`src/verilog/flash_host_regs.svh`:
```
`ifndef FLASH_HOST_REGS_SVH
`define FLASH_HOST_REGS_SVH

// pin positions on the flash address bus
`define ADDR_W            20
`define ID_BYTE_BIT       0
`define QUERY_BIT         1
`define AUX_BIT           6
`define GRP_LSB           17
`define GRP_W             3
`define PARITY_BIT        7

// low address pattern for protection verify and autoselect group status
`define VERIFY_LOW_ADDR   20'h00002
`define PROT_FLAG_BIT     0

// timing
`define CLK_PERIOD_NS     10
`define WAKE_NS           500
`define WAKE_CYC          ((`WAKE_NS + `CLK_PERIOD_NS - 1) / `CLK_PERIOD_NS)
`define SETUP_CYC_DEF     2
`define ACCESS_CYC_DEF    10
`define WE_CYC_DEF        5
`define PROT_CYC_DEF      1000
`define HOLD_CYC_DEF      2

`endif

```
`src/verilog/flash_host_pkg.sv`:
```
package flash_host_pkg;

    // requests accepted on the user command port
    typedef enum logic [2:0] {
        OP_READ,
        OP_WRITE,
        OP_ID_HW,
        OP_PROT_SET,
        OP_PROT_CHECK,
        OP_SLEEP,
        OP_WAKE
    } op_t;

    typedef enum logic [2:0] {
        ST_IDLE,
        ST_SETUP,
        ST_STROBE,
        ST_HOLD,
        ST_WAKE
    } seq_t;

    typedef struct packed {
        seq_t        st;
        op_t         op;
        logic        asleep;
        logic [19:0] addr;
        logic [7:0]  wdata;
        logic        ce_n;
        logic        oe_n;
        logic        we_n;
        logic        dev_rst_n;
        logic        dq_oe;
        logic        hv_line;
        logic        hv_oe;
        logic        rsp_valid;
        logic        rsp_err;
        logic [7:0]  rsp_data;
    } host_state_t;

    typedef struct packed {
        logic [15:0] cnt;
        logic        done;
    } timer_state_t;

endpackage : flash_host_pkg

```
`src/verilog/seq_timer_if.sv`:
```
`timescale 1ns/1ns
interface seq_timer_if #(parameter int CW = 16);
    logic          start;
    logic [CW-1:0] load;
    logic          done;
    modport ctl (output start, output load, input done);
    modport tmr (input start, input load, output done);
endinterface : seq_timer_if

```
`src/verilog/seq_timer.sv`:
```
`timescale 1ns/1ns
module seq_timer
    import flash_host_pkg::*;
(
    input  wire logic clk,
    input  wire logic nrst,
    seq_timer_if.tmr  tif
);
    timer_state_t t_r;
    timer_state_t t_nxt;

    // load on start, count down, pulse done as the count reaches zero
    always_comb begin
        t_nxt      = t_r;
        t_nxt.done = 1'b0;
        if (tif.start) begin
            t_nxt.cnt = tif.load;
        end else if (t_r.cnt != 16'h0000) begin
            t_nxt.cnt = t_r.cnt - 16'h0001;
            if (t_r.cnt == 16'h0001) begin
                t_nxt.done = 1'b1;
            end
        end
    end

    always_ff @(posedge clk or negedge nrst) begin
        if (!nrst) begin
            t_r <= '0;
        end else begin
            t_r <= t_nxt;
        end
    end

    assign tif.done = t_r.done;

endmodule : seq_timer

```
`src/verilog/flash_host_ctrl.sv`:
```
`timescale 1ns/1ns
`include "flash_host_regs.svh"
module flash_host_ctrl
    import flash_host_pkg::*;
#(
    parameter int SETUP_CYC  = `SETUP_CYC_DEF,
    parameter int ACCESS_CYC = `ACCESS_CYC_DEF,
    parameter int WE_CYC     = `WE_CYC_DEF,
    parameter int PROT_CYC   = `PROT_CYC_DEF,
    parameter int HOLD_CYC   = `HOLD_CYC_DEF
)
(
    input  wire logic        clk,
    input  wire logic        nrst,
    input  wire logic        cmd_valid,
    output logic             cmd_ready,
    input  wire op_t         cmd_op,
    input  wire logic [19:0] cmd_addr,
    input  wire logic [7:0]  cmd_wdata,
    output logic             rsp_valid,
    output logic [7:0]       rsp_data,
    output logic             rsp_err,
    output logic             chip_sel_n,
    output logic             out_gate_n,
    output logic             wr_strobe_n,
    output logic             dev_reset_n,
    output logic [19:0]      flash_addr,
    output logic [7:0]       dq_o,
    output logic             dq_oe,
    input  wire logic [7:0]  dq_i,
    output logic             elevated_select_voltage_line,
    output logic             elevated_select_voltage_gate
);
    localparam logic [15:0] WAKE_LOAD = 16'(`WAKE_CYC);

    host_state_t s_r;
    host_state_t s_nxt;
    logic        reading;

    seq_timer_if #(.CW(16)) tif ();

    seq_timer u_timer (
        .clk  (clk),
        .nrst (nrst),
        .tif  (tif)
    );

    assign reading = (s_r.op == OP_READ) || (s_r.op == OP_ID_HW) || (s_r.op == OP_PROT_CHECK);

    // bus sequencer: setup, strobe, hold, each timed by the shared timer
    always_comb begin
        s_nxt           = s_r;
        s_nxt.rsp_valid = 1'b0;
        tif.start       = 1'b0;
        tif.load        = 16'h0000;
        case (s_r.st)
            ST_IDLE: begin
                if (cmd_valid) begin
                    s_nxt.op       = cmd_op;
                    s_nxt.rsp_err  = 1'b0;
                    s_nxt.rsp_data = 8'h00;
                    if (cmd_op == OP_SLEEP) begin
                        s_nxt.dev_rst_n = 1'b0; // reset-only standby
                        s_nxt.asleep    = 1'b1;
                        s_nxt.rsp_valid = 1'b1;
                    end else if (cmd_op == OP_WAKE) begin
                        s_nxt.dev_rst_n = 1'b1;
                        tif.start       = 1'b1;
                        tif.load        = WAKE_LOAD;
                        s_nxt.st        = ST_WAKE;
                    end else if (s_r.asleep) begin
                        s_nxt.rsp_valid = 1'b1; // refused while the flash sleeps
                        s_nxt.rsp_err   = 1'b1;
                    end else begin
                        s_nxt.ce_n  = 1'b0;
                        s_nxt.wdata = cmd_wdata;
                        s_nxt.dq_oe = (cmd_op == OP_WRITE); // oe_n stays high
                        tif.start   = 1'b1;
                        tif.load    = 16'(SETUP_CYC);
                        s_nxt.st    = ST_SETUP;
                        if (cmd_op == OP_ID_HW) begin
                            s_nxt.addr               = '0; // query and aux low
                            s_nxt.addr[`ID_BYTE_BIT] = cmd_addr[0];
                            s_nxt.hv_line            = 1'b1;
                        end else if (cmd_op == OP_PROT_SET) begin
                            s_nxt.addr  = {cmd_addr[`GRP_W-1:0], 17'h00000};
                            s_nxt.hv_line = 1'b1;
                            s_nxt.hv_oe = 1'b1;
                        end else if (cmd_op == OP_PROT_CHECK) begin
                            s_nxt.addr  = {cmd_addr[`GRP_W-1:0], 17'h00000} | `VERIFY_LOW_ADDR;
                            s_nxt.hv_line = 1'b1;
                        end else begin
                            s_nxt.addr = cmd_addr;
                        end
                    end
                end
            end
            ST_SETUP: begin
                if (tif.done) begin
                    tif.start = 1'b1;
                    s_nxt.st  = ST_STROBE;
                    if (reading) begin
                        s_nxt.oe_n = 1'b0;
                        tif.load   = 16'(ACCESS_CYC);
                    end else begin
                        s_nxt.we_n = 1'b0; // select low, gate high
                        tif.load   = (s_r.op == OP_PROT_SET) ? 16'(PROT_CYC) : 16'(WE_CYC);
                    end
                end
            end
            ST_STROBE: begin
                if (tif.done) begin
                    s_nxt.oe_n = 1'b1;
                    s_nxt.we_n = 1'b1; // data still driven at the rising edge
                    if (reading) begin
                        s_nxt.rsp_data = dq_i;
                        s_nxt.rsp_err  = (s_r.op == OP_ID_HW) && !(^dq_i); // error on even parity
                    end
                    tif.start = 1'b1;
                    tif.load  = 16'(HOLD_CYC);
                    s_nxt.st  = ST_HOLD;
                end
            end
            ST_HOLD: begin
                if (tif.done) begin
                    s_nxt.ce_n      = 1'b1;
                    s_nxt.dq_oe     = 1'b0;
                    s_nxt.hv_line   = 1'b0;
                    s_nxt.hv_oe     = 1'b0; // elevated voltages held until here
                    s_nxt.rsp_valid = 1'b1;
                    s_nxt.st        = ST_IDLE;
                end
            end
            ST_WAKE: begin
                if (tif.done) begin
                    s_nxt.asleep    = 1'b0;
                    s_nxt.rsp_valid = 1'b1;
                    s_nxt.st        = ST_IDLE;
                end
            end
            default: begin
                s_nxt.st = ST_IDLE;
            end
        endcase
    end

    always_ff @(posedge clk or negedge nrst) begin
        if (!nrst) begin
            s_r           <= '0;
            s_r.st        <= ST_IDLE;
            s_r.op        <= OP_READ;
            s_r.ce_n      <= 1'b1;
            s_r.oe_n      <= 1'b1;
            s_r.we_n      <= 1'b1;
            s_r.dev_rst_n <= 1'b1;
        end else begin
            s_r <= s_nxt;
        end
    end

    // outputs straight from the state flops, except cmd_ready, which is decoded from s_r.st
    assign cmd_ready                    = (s_r.st == ST_IDLE);
    assign rsp_valid                    = s_r.rsp_valid;
    assign rsp_data                     = s_r.rsp_data;
    assign rsp_err                      = s_r.rsp_err;
    assign chip_sel_n                   = s_r.ce_n;
    assign out_gate_n                   = s_r.oe_n;
    assign wr_strobe_n                  = s_r.we_n;
    assign dev_reset_n                  = s_r.dev_rst_n;
    assign flash_addr                   = s_r.addr;
    assign dq_o                         = s_r.wdata;
    assign dq_oe                        = s_r.dq_oe;
    assign elevated_select_voltage_line = s_r.hv_line;
    assign elevated_select_voltage_gate = s_r.hv_oe;

    // cycles since the flash reset was last released, saturating
    logic [15:0] awake_cnt_r;
    always_ff @(posedge clk or negedge nrst) begin
        if (!nrst) begin
            awake_cnt_r <= 16'hFFFF;
        end else if (!s_r.dev_rst_n) begin
            awake_cnt_r <= 16'h0000;
        end else if (awake_cnt_r != 16'hFFFF) begin
            awake_cnt_r <= awake_cnt_r + 16'h0001;
        end
    end
endmodule : flash_host_ctrl

```
`config.mk`:
```
export PLATFORM = sky130hd
export DESIGN_NAME = flash_host_ctrl
export DESIGN_NICKNAME = d
export VERILOG_FILES = /design/src/verilog/flash_host_pkg.sv /design/src/verilog/seq_timer_if.sv /design/src/verilog/seq_timer.sv /design/src/verilog/flash_host_ctrl.sv
export VERILOG_INCLUDE_DIRS = /design/src /design/src/verilog
export SDC_FILE = /design/constraint.sdc
export NUM_CORES = 1
export LEC_CHECK = 0
export ABC_AREA = 0
export BUFFER_PORTS_ARGS = -buffer_cell sky130_fd_sc_hd__buf_4
export CORE_ASPECT_RATIO = 1.4
export CORE_MARGIN = 2
export CORE_UTILIZATION = 30
export CTS_BUF_LIST = sky130_fd_sc_hd__clkbuf_4
export CTS_CLUSTER_SIZE = 16
export DETAILED_ROUTE_END_ITERATION = 16
export PLACE_DENSITY_LB_ADDON = 0.25
export SYNTH_ARGS = -nofsm -noshare
export SYNTH_HDL_FRONTEND = slang
export SYNTH_SLANG_ARGS = --single-unit
```
`constraint.sdc`:
```
create_clock -name clk -period 4.4 [get_ports clk]
set_input_delay 0.88 -clock clk [delete_from_list [all_inputs] [get_ports clk]]
set_output_delay 0.88 -clock clk [all_outputs]
set_load 0.02 [all_outputs]
```
==> key figures <==
Status
  • Status: complete, no violations

CTS
  • CTS root buf: clkbuf_4
  • Clk_lat worst skew: 0.42 ns
  • Clock sinks: 69
  • Maximum clock insertion buffer count: 2
  • Post-CTS setup buffer count: 0
  • H-tree depth: 3
  • CTS tree: yes
  • PostCTS Resize Cnt: 0
  • CTS buffer count: 9
  • Hold buffers post-CTS: 0
  • Clock slew at reported path FFs: ~0.12 ns

Pwr
  • Peak supply drop: ~0.13 mV
  • Sw power: about 830 uW
  • Comb pwr share: 0.371
  • Clk pwr share: 0.184
  • Cell leakage power: 1.99 nW
  • Pint: approximately 1.3 mW
  • Cell Pwr Density: approximately 510 mW/mm^2
  • Fraction of power spent switching nets: 0.381
  • Total power draw: 2.17 mW
  • Flop pwr share: 0.445

Placement
  • IO Port Bufs: 87
  • Area after detailed placement: just over 0.004 mm^2
  • GP Congestion: ~0.84
  • Detailed Place HPWL: between 5000 and 6000 um

Floorplan
  • Core area: 0.0118 mm^2
  • Initial Util: 0.306
  • Row count: between 40 and 50
  • Die width: 96.5 um
  • Top Ports: around 90
  • Die Ht: ~130 um
  • Die area: 0.0129 mm^2

Global routing
  • Global-route wire length before repair: approximately 13000 um
  • Vias in the first global route: between 2000 and 3000
  • Initial antenna violation count: 0
  • Total gr overflow: 0
  • Largest net degree at the start of global routing: 70
  • Tot GR Track Use: 0.131

Critical path
  • Max incr delay on CP: 0.77 ns
  • Critical Path Source: s_r[50]$_DFFE_PN0P_
  • Delay-heaviest family, CP: simple AND/OR/NAND/NOR gates
  • Critical path depth: 6
  • CP arrival: 3.11 ns
  • R2R Path Start: s_r[50]$_DFFE_PN0P_
  • CP required: about 4.7 ns
  • CP max FO: 35
  • Crit path capture type: flip-flop
  • Crit path cell chain: or4b_1 -> a21oi_4 -> nand3_2 -> buf_4 -> nand2_1 -> o21ai_0
  • Setup CP Type: flip-flop to flip-flop
  • WP buf/inv: 1
  • Slowest-stage cell, CP: or4b_1
  • Crit path launch type: flip-flop
  • Reg-to-reg slack, setup: 1.59 ns
  • R2r worst-path depth: 6
  • Reg-to-reg endpoint: flash_addr[18]$_DFFE_PN0P_
  • Crit path to: flash_addr[18]$_DFFE_PN0P_

Route
  • TritonRoute pass-1 iters: 5
  • Antenna Nets Post-Route: 0
  • Starting DRC count in detailed routing: 140
  • Drt total wl: between 8000 and 9000 um
  • Routed len/inst: ~14 um
  • Via count: around 2700
  • Vias per inst: roughly 4.7
  • Drt drc: 0

Timing
  • Fin. Hold Viols: 0
  • Final slew viol count: 0
  • Final Skew: a little under 0.01 ns
  • WHS: 0.489 ns
  • RSZ-0062 raised after global routing: no
  • Slew Limit Headroom: 0.418
  • Max Fclk: 356 MHz
  • # setup viols final: 0
  • Minimum clock period after layout: between 2 and 3 ns
  • Worst-Margin Slew: about 0.87 ns
  • Final critical-path share of the clock period: 0.638
  • TNS Setup: 0 ns

Synthesis
  • Mapped Nets: between 400 and 500
  • Mapped Cells: roughly 380
  • Flops & latches, synth: 69
  • Post-synth EDFFs: 0
  • Top post-synthesis cells by area: dfrtp_1 (45%), buf_4 (7.7%), nand2_1 (7.4%), o21ai_0 (5.6%), xnor2_1 (4.1%)
  • Seq/Total Area, Yosys: 0.482
  • Most used DFF post-synth: dfrtp_1
  • Ys Warns: 0
  • Post-Syn Area per Cell: 9.54 um^2
  • Leading area contributor after synthesis: dfrtp_1
  • Count of different cell masters after synthesis: 52
  • Synth Cell Area: 0.00360 mm^2
  • Synth top area share: 0.452
  • Post-synthesis async set-or-reset flop share: 1.00

Layout
  • Finished layout cell area: 0.00424 mm^2
  • Antenna fix cells: 0
  • Area of the multi-input gates: ~0.0015 mm^2
  • Reg area: around 0.0017 mm^2
  • Nets@finish: 471
  • Fillers: approximately 1200
  • Core Util, Final: 0.360
  • Layout cells sized above 1: 0.292
  • Layout overhead on the synthesized area: 17.8%

Run
  • Max-cap viol count: 0

Hold path
  • Worst min path class: flip-flop to flip-flop
## kinds of logic after synthesis
group	count (synthesis)	share of synthesized area
simple gates	138	0.183
compound gates	70	0.120
flops	69	0.482
buf+inv	61	0.107
xor+xnor	21	0.0511
mux	15	0.0463
fa+ha+maj	3	0.0104
## worst min-delay path by stage
stage,from,end,slack (ns),cells after the start
floorplan,flash_addr[0]$_DFFE_PN0P_,flash_addr[0]$_DFFE_PN0P_,0.45,2
finish,rsp_data[4]$_DFFE_PN0P_,rsp_data[4]$_DFFE_PN0P_,0.49,2
CTS,flash_addr[0]$_DFFE_PN0P_,flash_addr[0]$_DFFE_PN0P_,0.50,2
detailed placement,flash_addr[0]$_DFFE_PN0P_,flash_addr[0]$_DFFE_PN0P_,0.47,2
global route,rsp_data[4]$_DFFE_PN0P_,rsp_data[4]$_DFFE_PN0P_,0.52,2
global placement,flash_addr[10]$_DFFE_PN0P_,flash_addr[10]$_DFFE_PN0P_,0.47,2
## Yosys cell counts (all sizes together) (2+ instances only)
cell    count
buf        41
a21oi       9
mux2       10
or4         4
nand2      71
mux2i       5
dfstp       4
nor3       10
nand2b      5
nor2       18
nand3       7
o21ai      41
dfrtp      65
nor4        5
nor4b       2
nor2b       4
xor2        4
o21a        3
o31ai       2
or2         2
clkbuf     11
xnor2      17
ha          3
inv         9
nand3b      5
## layer usage
| metal | GRT usage | part of all wire | vias to the layer above |
|---|---|---|---|
| met4 | 0.0626 | 0.019 | 0 |
| met2 | 0.228 | 0.52 | 85 |
| met5 | 0 | 0 | - |
| li1 | - | - | 1354 |
| met1 | 0.147 | 0.39 | 1276 |
| met3 | 0.0311 | 0.070 | 14 |
## layout by cell type, fill, tap and decap left out, drive strengths merged, types with 2 or more instances in the layout
cell and count:
o21a 3, xnor2 17, o21ai 41, nor4b 2
or2 2, clkinv 6, nand3b 5, or4 4
xor2 4, nand2b 5, nand3 7, ha 3
dfrtp 65, nand2 71, dfstp 4, mux2i 5
nor3 10, nor2b 4, a21oi 9, nor2 18
o31ai 2, clkbuf 9, buf 90, inv 9
mux2 10, nor4 5
## flip-flops by register name, summed over array words and instances, names as in the netlist
name	flops
wr_strobe_n	1
dq_oe	1
rsp_data	8
s_r	7
u_timer.tif.done	1
elevated_select_voltage_line	1
out_gate_n	1
flash_addr	20
rsp_valid	1
rsp_err	1
chip_sel_n	1
elevated_select_voltage_gate	1
dq_o	8
u_timer.t_r	16
dev_reset_n	1
## power groups by stage
stage / clock [mW] / combinational [mW] / sequential [mW]
final: 0.400 / 0.807 / 0.968
after global routing: 0.445 / 0.894 / 0.995
after CTS: 0.421 / 0.818 / 0.968
after detailed placement: 0 / 0.816 / 0.980
after global placement: 0 / 0.800 / 0.977
after floorplan: 0 / 0.642 / 0.942
## area by class of cell
cell class | count | area share
Timing Repair Buffer | 90 | 0.159
Sequential cell | 69 | 0.409
Inverter | 9 | 0.00797
Multi-Input combinational cell | 247 | 0.349
Clock inverter | 7 | 0.0156
Tap cell | 147 | 0.0434
Clock buffer | 9 | 0.0159
## worst min-delay path: stages (launching register included)
cell and delay [ns]:
dfrtp_1 0.36, nand2_1 0.04, o21ai_0 0.06
## through the flow
step / instances / setup slack, ns
after floorplan: 377 / 2.04
after global placement: 562 / 1.36
after detailed placement: 562 / 1.27
after CTS: 578 / 1.57
after global routing: 578 / 1.39
final: 578 / 1.59
(Power assumes the default switching activity.)
